`config.mk`:
```
export PLATFORM = sky130hd
export DESIGN_NAME = vc2tc_monitor
export DESIGN_NICKNAME = d
export VERILOG_FILES = /design/src/hdl/vc2tc_pkg.sv /design/src/hdl/vc2tc_ev_if.sv /design/src/hdl/vc2tc_persist.sv /design/src/hdl/vc2tc_pm.sv /design/src/hdl/vc2tc_monitor.sv
export VERILOG_INCLUDE_DIRS = /design/src /design/src/hdl
export SDC_FILE = /design/constraint.sdc
export NUM_CORES = 1
export LEC_CHECK = 0
export BUFFER_PORTS_ARGS = -buffer_cell sky130_fd_sc_hd__buf_2
export CORE_UTILIZATION = 35
export DETAILED_ROUTE_END_ITERATION = 10
export REMOVE_ABC_BUFFERS = 1
export SLEW_MARGIN = 0
export SYNTH_ARGS = -nofsm -noshare
export SYNTH_HDL_FRONTEND = slang
export SYNTH_SLANG_ARGS = --single-unit
```
`constraint.sdc`:
```
create_clock -name clk_sys -period 3.55 [get_ports clk_sys]
set_input_delay 0.1775 -clock clk_sys [delete_from_list [all_inputs] [get_ports clk_sys]]
set_output_delay 0.1775 -clock clk_sys [all_outputs]
set_load 0.02 [all_outputs]
```
`src/hdl/vc2tc_consts.svh`:
```
/*
 Constants of the tandem-connection monitor: frame geometry, multiframe
 positions, overhead bit positions, filters and counter widths.
 Assumes byte-wide VC-2 data with bit 1 of each byte in bit 7.
*/
`ifndef VC2TC_CONSTS_SVH
`define VC2TC_CONSTS_SVH
`define VC2TC_FRAME_BYTES 428
`define VC2TC_N2_POS 214
`define VC2TC_BIP_HI 7
`define VC2TC_BIP_LO 6
`define VC2TC_REI_BIT 3
`define VC2TC_OEI_BIT 2
`define VC2TC_MF_HI 1
`define VC2TC_MF_LO 0
`define VC2TC_MF_LEN 7'h4C
`define VC2TC_FAS_LAST 7'h07
`define VC2TC_TTI_FIRST 7'h08
`define VC2TC_TTI_LAST 7'h47
`define VC2TC_RDI_FRAME 7'h48
`define VC2TC_ODI_FRAME 7'h49
`define VC2TC_FAS_WORD 16'hFFFE
`define VC2TC_TRACE_BITS 128
`define VC2TC_ACCEPT 3
`define VC2TC_PERSIST 5
`define VC2TC_CNT_W 16
`endif

```
`src/hdl/vc2tc_pkg.sv`:
```
/*
 Types shared by the tandem-connection monitor modules.
 Assumes nothing beyond the constants header.
*/
package vc2tc_pkg;
	typedef enum logic {out_of_multiframe, in_multiframe} vc2tc_mf_type;
endpackage

```
`src/hdl/vc2tc_ev_if.sv`:
```
/*
 Event carrier between the overhead decoder and the performance counters.
 Assumes one clock; pulses last one clk_sys cycle.
*/
`timescale 1ns/10ps
`default_nettype none
interface vc2tc_ev_if;
	logic near_eb;
	logic far_eb;
	logic ofar_eb;
	logic trail_fail;
	logic remote_defect;
	logic outgoing_defect;
	logic degrade;
	modport src (output near_eb, far_eb, ofar_eb, trail_fail,
		remote_defect, outgoing_defect, input degrade);
	modport pm (input near_eb, far_eb, ofar_eb, trail_fail,
		remote_defect, outgoing_defect, output degrade);
endinterface
`default_nettype wire

```
`src/hdl/vc2tc_persist.sv`:
```
/*
 Persistence filter: the state flips after LEN consecutive strobes
 whose level differs from it. Assumes strobes are one cycle long.
*/
`timescale 1ns/10ps
`default_nettype none
`include "vc2tc_consts.svh"
module vc2tc_persist
	import vc2tc_pkg::*;
#(
	parameter int unsigned LEN = `VC2TC_PERSIST
) (
	// Clock and reset
	input wire logic clk_sys,
	input wire logic rst_n,
	// Sample
	input wire logic stb,
	input wire logic level,
	// Filtered state
	output logic defect
);
	logic [3:0] cnt_q, cnt_d;
	logic state_q, state_d;

	if (LEN < 1 || LEN > 15) $error("LEN out of range");

	always_comb begin
		cnt_d = cnt_q;
		state_d = state_q;
		if (stb) begin
			if (level == state_q) begin
				cnt_d = '0;
			end else if (cnt_q == 4'(LEN - 1)) begin
				state_d = level;
				cnt_d = '0;
			end else begin
				cnt_d = cnt_q + 4'h1;
			end
		end
	end

	always_ff @(posedge clk_sys or negedge rst_n) begin
		if (!rst_n) begin
			cnt_q <= '0;
			state_q <= 1'h0;
		end else begin
			cnt_q <= cnt_d;
			state_q <= state_d;
		end
	end

	assign defect = state_q;
endmodule // vc2tc_persist
`default_nettype wire

```
`src/hdl/vc2tc_pm.sv`:
```
/*
 Per-second performance counts, defect-second flags and degrade
 detection. Assumes one_second is a one-cycle pulse on clk_sys.
*/
`timescale 1ns/10ps
`default_nettype none
`include "vc2tc_consts.svh"
module vc2tc_pm
	import vc2tc_pkg::*;
#(
	parameter int unsigned CNT_W = `VC2TC_CNT_W
) (
	// Clock and reset
	input wire logic clk_sys,
	input wire logic rst_n,
	// Timing and degrade settings
	input wire logic one_second,
	input wire logic [3:0] degrade_window_count,
	input wire logic [CNT_W-1:0] degrade_threshold,
	// Events
	vc2tc_ev_if.pm ev,
	// Results
	output logic [CNT_W-1:0] near_error_count,
	output logic [CNT_W-1:0] far_error_count,
	output logic [CNT_W-1:0] outgoing_far_error_count,
	output logic near_defect_second,
	output logic far_defect_second,
	output logic outgoing_far_defect_second
);
	logic [CNT_W-1:0] acc_q [3], acc_d [3], cnt_q [3], cnt_d [3];
	logic [CNT_W-1:0] total [3];
	logic [CNT_W-1:0] near_total;
	logic [2:0] ev_vec, lvl_vec, dsa_q, dsa_d, ds_q, ds_d;
	logic [3:0] bad_q, bad_d, good_q, good_d;
	logic deg_q, deg_d, bad_sec;

	if (CNT_W < 12 || CNT_W > 32) $error("CNT_W out of range");

	assign ev_vec = {ev.ofar_eb, ev.far_eb, ev.near_eb};
	assign lvl_vec = {ev.outgoing_defect, ev.remote_defect, ev.trail_fail};
	assign near_total = total[0];
	assign bad_sec = (degrade_threshold != '0) &&
		(total[0] >= degrade_threshold);

	always_comb begin
		bad_d = bad_q;
		good_d = good_q;
		deg_d = deg_q;
		for (int i = 0; i < 3; i++) begin
			total[i] = (&acc_q[i]) ? acc_q[i] : acc_q[i] + CNT_W'(ev_vec[i]);
			acc_d[i] = one_second ? '0 : total[i];
			cnt_d[i] = one_second ? total[i] : cnt_q[i];
			dsa_d[i] = one_second ? 1'h0 : (dsa_q[i] | lvl_vec[i]);
			ds_d[i] = one_second ? (dsa_q[i] | lvl_vec[i]) : ds_q[i];
		end
		if (one_second) begin
			if (bad_sec) begin
				good_d = '0;
				bad_d = (bad_q == 4'hF) ? bad_q : bad_q + 4'h1;
				if (degrade_window_count != '0 &&
					bad_d >= degrade_window_count) begin
					deg_d = 1'h1;
				end
			end else begin
				bad_d = '0;
				good_d = (good_q == 4'hF) ? good_q : good_q + 4'h1;
				if (good_d >= degrade_window_count) begin
					deg_d = 1'h0;
				end
			end
		end
	end

	always_ff @(posedge clk_sys or negedge rst_n) begin
		if (!rst_n) begin
			for (int i = 0; i < 3; i++) begin
				acc_q[i] <= '0;
				cnt_q[i] <= '0;
			end
			dsa_q <= '0;
			ds_q <= '0;
			bad_q <= '0;
			good_q <= '0;
			deg_q <= 1'h0;
		end else begin
			acc_q <= acc_d;
			cnt_q <= cnt_d;
			dsa_q <= dsa_d;
			ds_q <= ds_d;
			bad_q <= bad_d;
			good_q <= good_d;
			deg_q <= deg_d;
		end
	end

	assign near_error_count = cnt_q[0];
	assign far_error_count = cnt_q[1];
	assign outgoing_far_error_count = cnt_q[2];
	assign near_defect_second = ds_q[0];
	assign far_defect_second = ds_q[1];
	assign outgoing_far_defect_second = ds_q[2];
	assign ev.degrade = deg_q;
endmodule // vc2tc_pm
`default_nettype wire

```
`src/hdl/vc2tc_monitor.sv`:
```
/*
 Non-intrusive tandem-connection monitor for a VC-2 byte stream:
 parity check, multiframe alignment, trace recovery, remote and
 outgoing indications, defects, correlated reports and counts.
 Assumes data, valid and frame start come from logic on clk_sys and
 that the N2 byte sits at a fixed offset from the frame start.
*/
`timescale 1ns/10ps
`default_nettype none
`include "vc2tc_consts.svh"
// Function
// - Even BIP-2 over previous frame compared with recovered bits 1-2.
// - A parity difference flags one near-end errored block.
// - Recover the trail trace and expose the accepted value.
// - Only the first trace mode is supported.
// - Bit 4 of the overhead byte is ignored.
// - Extract remote error bit and multiframed remote defect bit.
// - Remote defect one means defect, zero means normal.
// - Extract outgoing error bit and multiframed outgoing defect bit.
// - Outgoing defect one means defect, zero means normal.
// - Search bits 7-8 for the sixteen-bit alignment word, keep checking.
// - Two consecutive errored alignment words give out-of-multiframe.
// - One error-free alignment word gives in-multiframe.
// - Unequipped after five zero bytes, cleared after five non-zero.
// - Tandem loss follows out-of-multiframe state.
// - Trace mismatch detected and cleared within one second.
// - Mismatch suppressed under server fail, disabled by management.
// - Degrade defect from counted parity violations.
// - Trail fail is OR of four faults; trail degrade follows degrade.
// - Unequipped first, then tandem loss, then trace mismatch reported.
// - Degrade reported without mismatch or loss; server fail if enabled.
// - Remote/outgoing reported only if enabled and no connectivity fault.
// - Per-second defect-second flags and error counts, three ends.
module vc2tc_monitor
	import vc2tc_pkg::*;
#(
	parameter int unsigned FRAME_BYTES = `VC2TC_FRAME_BYTES,
	parameter int unsigned N2_POS = `VC2TC_N2_POS,
	parameter int unsigned CNT_W = `VC2TC_CNT_W
) (
	// Clock and reset
	input wire logic clk_sys,
	input wire logic rst_n,
	// Incoming stream
	input wire logic [7:0] vc_data,
	input wire logic vc_valid,
	input wire logic vc_frame_start,
	input wire logic server_fail,
	// Management controls
	input wire logic [`VC2TC_TRACE_BITS-1:0] expected_trace,
	input wire logic mismatch_disable,
	input wire logic termination_point_mode,
	input wire logic server_fail_report_en,
	input wire logic remote_defect_report_en,
	input wire logic outgoing_defect_report_en,
	input wire logic [3:0] degrade_window_count,
	input wire logic [CNT_W-1:0] degrade_threshold,
	input wire logic one_second,
	// Consequent actions
	output logic trail_fail_action,
	output logic trail_degrade_action,
	// Fault reports
	output logic unequipped_report,
	output logic tandem_loss_report,
	output logic trace_mismatch_report,
	output logic degrade_report,
	output logic server_fail_report,
	output logic remote_defect_report,
	output logic outgoing_defect_report,
	// Trace
	output logic [`VC2TC_TRACE_BITS-1:0] accepted_trace,
	// Per-second performance
	output logic [CNT_W-1:0] near_error_count,
	output logic [CNT_W-1:0] far_error_count,
	output logic [CNT_W-1:0] outgoing_far_error_count,
	output logic near_defect_second,
	output logic far_defect_second,
	output logic outgoing_far_defect_second
);
	localparam int unsigned TB = `VC2TC_TRACE_BITS;

	if (FRAME_BYTES > 512 || N2_POS >= FRAME_BYTES || CNT_W < 12)
		$error("frame geometry or count width out of range");

	function automatic logic [1:0] bip_pairs(input logic [7:0] b);
		return {b[7] ^ b[5] ^ b[3] ^ b[1], b[6] ^ b[4] ^ b[2] ^ b[0]};
	endfunction

	vc2tc_ev_if ev_bus ();

	// ----------------------------------------------------------------
	// Frame counting and parity
	// ----------------------------------------------------------------
	logic [8:0] byte_cnt_q, byte_cnt_d, byte_idx;
	logic [1:0] acc_q, acc_d, prev_q, prev_d, rx_bip;
	logic seen_q, seen_d, prev_ok_q, prev_ok_d, n2_here;
	logic n2_stb_q, n2_stb_d, bip_err_q, bip_err_d;
	logic [7:0] n2_q, n2_d;

	assign byte_idx = vc_frame_start ? '0 : byte_cnt_q;
	assign n2_here = vc_valid && byte_idx == 9'(N2_POS);
	assign rx_bip = vc_data[`VC2TC_BIP_HI:`VC2TC_BIP_LO];

	always_comb begin
		byte_cnt_d = byte_cnt_q;
		acc_d = acc_q;
		prev_d = prev_q;
		seen_d = seen_q;
		prev_ok_d = prev_ok_q;
		n2_stb_d = 1'h0;
		n2_d = n2_q;
		bip_err_d = bip_err_q;
		if (vc_valid) begin
			byte_cnt_d = (byte_idx == 9'(FRAME_BYTES - 1)) ? '0 :
				byte_idx + 9'h001;
			if (vc_frame_start) begin
				acc_d = bip_pairs(vc_data);
				prev_d = acc_q;
				seen_d = 1'h1;
				prev_ok_d = seen_q;
			end else begin
				acc_d = acc_q ^ bip_pairs(vc_data);
			end
			if (n2_here) begin
				n2_stb_d = 1'h1;
				n2_d = vc_data;
				bip_err_d = prev_ok_q && rx_bip != prev_q;
			end
		end
	end

	always_ff @(posedge clk_sys or negedge rst_n) begin
		if (!rst_n) begin
			byte_cnt_q <= '0;
			acc_q <= '0;
			prev_q <= '0;
			seen_q <= 1'h0;
			prev_ok_q <= 1'h0;
			n2_stb_q <= 1'h0;
			n2_q <= '0;
			bip_err_q <= 1'h0;
		end else begin
			byte_cnt_q <= byte_cnt_d;
			acc_q <= acc_d;
			prev_q <= prev_d;
			seen_q <= seen_d;
			prev_ok_q <= prev_ok_d;
			n2_stb_q <= n2_stb_d;
			n2_q <= n2_d;
			bip_err_q <= bip_err_d;
		end
	end

	// ----------------------------------------------------------------
	// Multiframe alignment, trace and remote indications
	// ----------------------------------------------------------------
	vc2tc_mf_type mf_state_q, mf_state_d;
	logic [6:0] mf_idx_q, mf_idx_d;
	logic [15:0] fas_q, fas_d, fas_next;
	logic fas_bad_q, fas_bad_d;
	logic [TB-1:0] tsr_q, tsr_d, tnext, rx_trace_q, rx_trace_d;
	logic [TB-1:0] acc_trace_q, acc_trace_d;
	logic [1:0] match_q, match_d;
	logic rdi_stb_q, rdi_stb_d, odi_stb_q, odi_stb_d, ind_q, ind_d;
	logic tandem_loss_defect;

	assign fas_next = {fas_q[13:0], n2_q[`VC2TC_MF_HI:`VC2TC_MF_LO]};
	assign tnext = {tsr_q[TB-3:0], n2_q[`VC2TC_MF_HI:`VC2TC_MF_LO]};

	always_comb begin
		mf_state_d = mf_state_q;
		mf_idx_d = mf_idx_q;
		fas_d = fas_q;
		fas_bad_d = fas_bad_q;
		tsr_d = tsr_q;
		rx_trace_d = rx_trace_q;
		acc_trace_d = acc_trace_q;
		match_d = match_q;
		rdi_stb_d = 1'h0;
		odi_stb_d = 1'h0;
		ind_d = ind_q;
		if (n2_stb_q) begin
			fas_d = fas_next;
			case (mf_state_q)
				out_of_multiframe: begin
					if (fas_next == `VC2TC_FAS_WORD) begin
						mf_state_d = in_multiframe;
						mf_idx_d = `VC2TC_TTI_FIRST;
						fas_bad_d = 1'h0;
					end
				end
				in_multiframe: begin
					mf_idx_d = (mf_idx_q == `VC2TC_MF_LEN - 7'h01) ? '0 :
						mf_idx_q + 7'h01;
					if (mf_idx_q == `VC2TC_FAS_LAST) begin
						fas_bad_d = fas_next != `VC2TC_FAS_WORD;
						if (fas_bad_d && fas_bad_q) begin
							mf_state_d = out_of_multiframe;
						end
					end
					if (mf_idx_q >= `VC2TC_TTI_FIRST &&
						mf_idx_q <= `VC2TC_TTI_LAST) begin
						tsr_d = tnext;
					end
					if (mf_idx_q == `VC2TC_TTI_LAST) begin
						if (tnext == rx_trace_q) begin
							if (match_q != 2'(`VC2TC_ACCEPT - 1)) begin
								match_d = match_q + 2'h1;
							end
							if (match_q >= 2'(`VC2TC_ACCEPT - 2)) begin
								acc_trace_d = rx_trace_q;
							end
						end else begin
							rx_trace_d = tnext;
							match_d = '0;
						end
					end
					if (mf_idx_q == `VC2TC_RDI_FRAME) begin
						rdi_stb_d = 1'h1;
						ind_d = n2_q[`VC2TC_MF_LO];
					end
					if (mf_idx_q == `VC2TC_ODI_FRAME) begin
						odi_stb_d = 1'h1;
						ind_d = n2_q[`VC2TC_MF_HI];
					end
				end
				default: mf_state_d = out_of_multiframe;
			endcase
		end
	end

	always_ff @(posedge clk_sys or negedge rst_n) begin
		if (!rst_n) begin
			mf_state_q <= out_of_multiframe;
			mf_idx_q <= '0;
			fas_q <= '0;
			fas_bad_q <= 1'h0;
			tsr_q <= '0;
			rx_trace_q <= '0;
			acc_trace_q <= '0;
			match_q <= '0;
			rdi_stb_q <= 1'h0;
			odi_stb_q <= 1'h0;
			ind_q <= 1'h0;
		end else begin
			mf_state_q <= mf_state_d;
			mf_idx_q <= mf_idx_d;
			fas_q <= fas_d;
			fas_bad_q <= fas_bad_d;
			tsr_q <= tsr_d;
			rx_trace_q <= rx_trace_d;
			acc_trace_q <= acc_trace_d;
			match_q <= match_d;
			rdi_stb_q <= rdi_stb_d;
			odi_stb_q <= odi_stb_d;
			ind_q <= ind_d;
		end
	end

	assign tandem_loss_defect = mf_state_q == out_of_multiframe;
	assign accepted_trace = acc_trace_q;

	// ----------------------------------------------------------------
	// Persistence filters
	// ----------------------------------------------------------------
	logic unequipped_defect, remote_defect, outgoing_defect;

	vc2tc_persist #(.LEN(`VC2TC_PERSIST)) u_uneq (
		.clk_sys(clk_sys),
		.rst_n(rst_n),
		.stb(n2_stb_q),
		.level(n2_q == 8'h00),
		.defect(unequipped_defect)
	);
	vc2tc_persist #(.LEN(`VC2TC_PERSIST)) u_rdi (
		.clk_sys(clk_sys),
		.rst_n(rst_n),
		.stb(rdi_stb_q),
		.level(ind_q),
		.defect(remote_defect)
	);
	vc2tc_persist #(.LEN(`VC2TC_PERSIST)) u_odi (
		.clk_sys(clk_sys),
		.rst_n(rst_n),
		.stb(odi_stb_q),
		.level(ind_q),
		.defect(outgoing_defect)
	);

	// ----------------------------------------------------------------
	// Defects, actions and correlated reports
	// ----------------------------------------------------------------
	logic tim_q, tim_d, tsf_q, tsf_d, tsd_q, tsd_d;
	logic [6:0] rep_q, rep_d;
	logic trace_mismatch_defect, degrade_defect, monitoring_active, conn;

	assign trace_mismatch_defect = tim_q;
	assign degrade_defect = ev_bus.degrade;
	assign monitoring_active = termination_point_mode;
	assign conn = unequipped_defect | tim_q | tandem_loss_defect;

	always_comb begin
		tim_d = !mismatch_disable && !server_fail &&
			acc_trace_q != expected_trace;
		tsf_d = server_fail | conn;
		tsd_d = degrade_defect;
		rep_d[0] = monitoring_active & unequipped_defect;
		rep_d[1] = monitoring_active & !unequipped_defect &
			tandem_loss_defect;
		rep_d[2] = monitoring_active & !unequipped_defect &
			!tandem_loss_defect & tim_q;
		rep_d[3] = monitoring_active & !tim_q & !tandem_loss_defect &
			degrade_defect;
		rep_d[4] = monitoring_active & server_fail &
			server_fail_report_en;
		rep_d[5] = monitoring_active & !conn & remote_defect &
			remote_defect_report_en;
		rep_d[6] = monitoring_active & !conn & outgoing_defect &
			outgoing_defect_report_en;
	end

	always_ff @(posedge clk_sys or negedge rst_n) begin
		if (!rst_n) begin
			tim_q <= 1'h0;
			tsf_q <= 1'h0;
			tsd_q <= 1'h0;
			rep_q <= '0;
		end else begin
			tim_q <= tim_d;
			tsf_q <= tsf_d;
			tsd_q <= tsd_d;
			rep_q <= rep_d;
		end
	end

	assign trail_fail_action = tsf_q;
	assign trail_degrade_action = tsd_q;
	assign unequipped_report = rep_q[0];
	assign tandem_loss_report = rep_q[1];
	assign trace_mismatch_report = rep_q[2];
	assign degrade_report = rep_q[3];
	assign server_fail_report = rep_q[4];
	assign remote_defect_report = rep_q[5];
	assign outgoing_defect_report = rep_q[6];

	// ----------------------------------------------------------------
	// Performance monitoring
	// ----------------------------------------------------------------
	assign ev_bus.near_eb = n2_stb_q & bip_err_q;
	assign ev_bus.far_eb = n2_stb_q & n2_q[`VC2TC_REI_BIT];
	assign ev_bus.ofar_eb = n2_stb_q & n2_q[`VC2TC_OEI_BIT];
	assign ev_bus.trail_fail = tsf_q;
	assign ev_bus.remote_defect = remote_defect;
	assign ev_bus.outgoing_defect = outgoing_defect;

	vc2tc_pm #(.CNT_W(CNT_W)) u_pm (
		.clk_sys(clk_sys),
		.rst_n(rst_n),
		.one_second(one_second),
		.degrade_window_count(degrade_window_count),
		.degrade_threshold(degrade_threshold),
		.ev(ev_bus),
		.near_error_count(near_error_count),
		.far_error_count(far_error_count),
		.outgoing_far_error_count(outgoing_far_error_count),
		.near_defect_second(near_defect_second),
		.far_defect_second(far_defect_second),
		.outgoing_far_defect_second(outgoing_far_defect_second)
	);
endmodule // vc2tc_monitor
`default_nettype wire

```
==> impl_metrics.env <==
export IMPL_status="finished, final reports clean"
export IMPL_worst_slack_ps=72.0
export IMPL_rsz0062_at_grt="no"
export IMPL_hold_end="u_pm.ev.degrade"
export IMPL_grt_pass1_wl_um=112000
export IMPL_maxSlewHeadroom_pct=21.4
export IMPL_hold_viol_final=0
export IMPL_crit_cells=7
export IMPL_wl_um=73000
export IMPL_startpoint_type="register"
export IMPL_dpl_hpwl_um=54900
export IMPL_antenna_found_initial=5
export IMPL_reg2reg_from="rx_trace_q[76]"
export IMPL_min_path_cells=4
export IMPL_cp_num_buf_inv=1
export IMPL_antenna_violating_nets_post_route=0
export IMPL_netlist_area_mm2=0.0265
export IMPL_setup_viol=0
export IMPL_p_total_mw=14.2
export IMPL_end_kind="register"
export IMPL_drt_drc_violations_left=0
export IMPL_ios=355
export IMPL_ys_seq_area_share_pct=53.9
export IMPL_synth_avg_cell_area_um2=12.8
export IMPL_drive_gt1_share_pct=36.8
export IMPL_viasPerCell=4.98
export IMPL_vias=17500
export IMPL_drv_slew=0
export IMPL_p_sw_share_pct=22.9
export IMPL_post_place_ws_ps=186
export IMPL_detail_route_wl_per_cell_um=20.8
export IMPL_r2r_slack_ps=70
export IMPL_grt_overflow=0
export IMPL_grt_max_degree=117
export IMPL_ff2ff_path_depth=7
export IMPL_fill_cells=6895
export IMPL_cts_tree="built"
export IMPL_synth_async_reset_ratio_pct=100
export IMPL_grt_busiest_layer="met2"
export IMPL_min_period_over_period_pct=98.0
export IMPL_initial_core_util_pct=35.5
export IMPL_period_needed_ps=3480
export IMPL_gr_usage_met3_pct=3.01
export IMPL_grt_pass1_vias=18200
export IMPL_p_int_mw=11.0
export IMPL_coreArea_mm2=0.0747
export IMPL_die_w_um=277
export IMPL_port_buffers=354
export IMPL_min_path_type="in2reg"
export IMPL_insertion_delay_ps=670
export IMPL_synth_top_family_by_area="multiplexers"
export IMPL_num_rows=100
export IMPL_combPwrFrac_pct=5.6
export IMPL_first_pass_iters=5
export IMPL_synth_seq_cells=571
export IMPL_power_switching_mw=3.25
export IMPL_critPathLaunch="rx_trace_q[76]"
export IMPL_met1_usage_pct=26.7
export IMPL_synth_xor_area_share_pct=10.3
export IMPL_power_density_mw_per_mm2=442
export IMPL_synth_distinct_cells=51
export IMPL_critPathKind="reg2reg"
export IMPL_numCtsBuffers=61
export IMPL_worst_path_max_delay_cell="or4_4"
export IMPL_utilization_pct=43.0
export IMPL_critPathRequiredTime_ps=4020
export IMPL_synthAdderAreaFrac_pct=2.12
export IMPL_cts_clk_slew_worst_paths_ps=60
export IMPL_yosys_warnings=0
export IMPL_leakagePower_nw=16.7
export IMPL_worstHoldStart="degrade_window_count[1]"
export IMPL_synth_simple_area_share_pct=8.32
export IMPL_max_stage_delay_ps=690
export IMPL_p_clk_share_pct=47.5
export IMPL_synthCells=2073
export IMPL_cp_top_family="simple AND/OR/NAND/NOR gates"
export IMPL_synth_edf_count=0
export IMPL_r2r_end="accepted_trace[19]"
export IMPL_pwr_share_seq_pct=46.9
export IMPL_path_common_cell="nand4_1"
export IMPL_gp_congestion=0.861
export IMPL_worst_pin_slew_ps=1170
export IMPL_finClkSkew_ps=82.1
export IMPL_synthMuxAreaShare_pct=19.6
export IMPL_drt_iter0_drc=1119
export IMPL_htreeDepth=2
export IMPL_drv_cap=0
export IMPL_synthToLayoutAreaGrowth_pct=21.2
export IMPL_ys_flop_type="dfrtp_1"
export IMPL_cts_max_path_buffers=3
export IMPL_num_nets_final=2703
export IMPL_crit_chain="xnor2_1, nand4_1, nor4_1, nand4_1, or4_4, buf_4, mux2_4"
export IMPL_clock_sinks=571
export IMPL_root_buffer="clkbuf_16"
export IMPL_peakVddDrop_mv=0.416
export IMPL_cp_max_fo=17
export IMPL_arrival_ps=3950
export IMPL_fmax_mhz=288
export IMPL_grt_total_usage_pct=19.0
export IMPL_die_area_mm2=0.0769
export IMPL_grt_use_met2_pct=30.8
export IMPL_die_h_um=277
export IMPL_synth_compound_area_share_pct=3.46
==> worst register-to-register path: stages (launching register included) <==
cell and delay (ps):
dfrtp_1 410, xnor2_1 410, nand4_1 140, nor4_1 610
nand4_1 410, or4_4 690, buf_4 280, mux2_4 340
==> routing by layer <==
layer	up-vias	wire length [µm]
met3	58	3910
li1	8105	-
met2	434	34600
met1	8917	33500
met4	2	1050
met5	-	11
==> power by group through the flow <==
stage / combinational (mW) / sequential (mW) / clock [mW]
after floorplan: 0.305 / 6.81 / 0
after global placement: 0.773 / 6.77 / 0
after detailed placement: 0.803 / 6.77 / 0
after CTS: 0.825 / 6.65 / 6.93
after global routing: 0.902 / 6.66 / 7.20
final: 0.802 / 6.66 / 6.74
==> through the flow <==
| stage | hold slack [ps] | cell area, µm² | TNS (ps) | std cells |
|---|---|---|---|---|
| 6_report | 68.5 | 32100 | 0 | 3516 |
| 5_1_grt | 62.4 | 32100 | 0 | 3511 |
| 4_1_cts | 28.7 | 32100 | 0 | 3509 |
| 3_5_place_dp | 215 | 29700 | 0 | 3375 |
| 3_3_place_gp | 219 | 29700 | 0 | 3375 |
| 2_1_floorplan | -118 | 26100 | -664420 | 2000 |
==> layout make-up <==
type | instances | area (µm²) | share of cell area (%)
antenna | 5 | 12.5 | 0.0389
clock buffer | 91 | 1810 | 5.63
clock inverter | 23 | 377 | 1.17
inverter | 63 | 236 | 0.736
multi-input combinational | 1366 | 11600 | 36.2
sequential | 571 | 14300 | 44.5
tap | 969 | 1210 | 3.77
timing repair buffer | 428 | 2560 | 7.98
==> cells in the final DEF (no fill, tap or decap), types with 4 or more instances in the layout <==
cell,Yosys,final
mux2i_1,7,7
a21oi_1,64,64
inv_1,62,62
clkbuf_8,0,17
nor2_1,144,144
o31ai_1,8,8
nand3_1,35,35
nand2_1,53,52
and3_1,18,18
nand2b_1,10,10
ha_1,45,45
clkbuf_1,44,13
o21ai_0,37,37
diode_2,0,5
nor3_1,19,19
o211ai_1,4,4
buf_4,0,41
or3_1,4,4
bufinv_16,0,7
xor2_1,146,146
nor4_1,53,52
mux2_2,295,295
buf_12,0,14
nand4b_1,5,5
buf_2,13,352
a22o_1,5,5
dlygate4sd3_1,0,20
mux2_4,120,120
and2_1,12,12
xnor2_1,165,165
dfrtp_1,571,571
clkinv_2,0,9
a21o_1,15,15
nand4_1,65,65
clkbuf_16,0,61
nor3b_1,4,4
==> cell families (layout without fill, tap and decap cells) <==
kind of cell    Yosys count  in the layout
compound gates          152            152
buf+inv                 136            605
flops                   571            571
mux                     422            422
fa+ha+maj                45             45
other cells               0              5
xor+xnor                311            311
simple gates            436            436
==> synthesized netlist by cell type, types with 4 or more instances <==
cell      instances  area (µm²)
a21o_1           15         113
a21oi_1          64         320
a22o_1            5        43.8
and2_1           12        75.1
and3_1           18         113
buf_2            13        65.1
buf_6            14         158
clkbuf_1         44         165
dfrtp_1         571       14300
ha_1             45         563
inv_1            62         233
mux2_2          295        3320
mux2_4          120        1800
mux2i_1           7        70.1
nand2_1          53         199
nand2b_1         10        62.6
nand3_1          35         175
nand4_1          65         407
nand4b_1          5        43.8
nor2_1          144         541
nor3_1           19        95.1
nor3b_1           4        30.0
nor4_1           53         332
o211ai_1          4        30.0
o21ai_0          37         185
o31ai_1           8        60.1
or3_1             4        25.0
xnor2_1         165        1450
xor2_1          146        1280
==> worst max path at each step <==
stage	endpoint	slack, ps
after floorplan	rx_trace_q[0]	-4380
after global placement	u_pm.bad_q[0]	200
after detailed placement	u_pm.bad_q[0]	190
after CTS	u_pm.bad_q[0]	140
after global routing	u_pm.bad_q[0]	50
final	accepted_trace[19]	70
==> timing repair <==
item / CTS / global route
gates resized for setup: 0 / 2
endpoints found under the setup margin: 0 / 9
hold buffers: 20 / 0
endpoints found under the hold margin: 108 / 0
setup buffers: 0 / 2
==> sequential cells by signal (all words and copies together), names as in the netlist, 9 cells and up <==
name	flops
accepted_trace	128
u_pm.near_error_count	16
rx_trace_q	128
u_pm.far_error_count	16
u_pm.acc_q	48
u_pm.outgoing_far_error_count	16
byte_cnt_q	9
tsr_q	126
fas_q	14
Power figures use the tool's default switching activity.
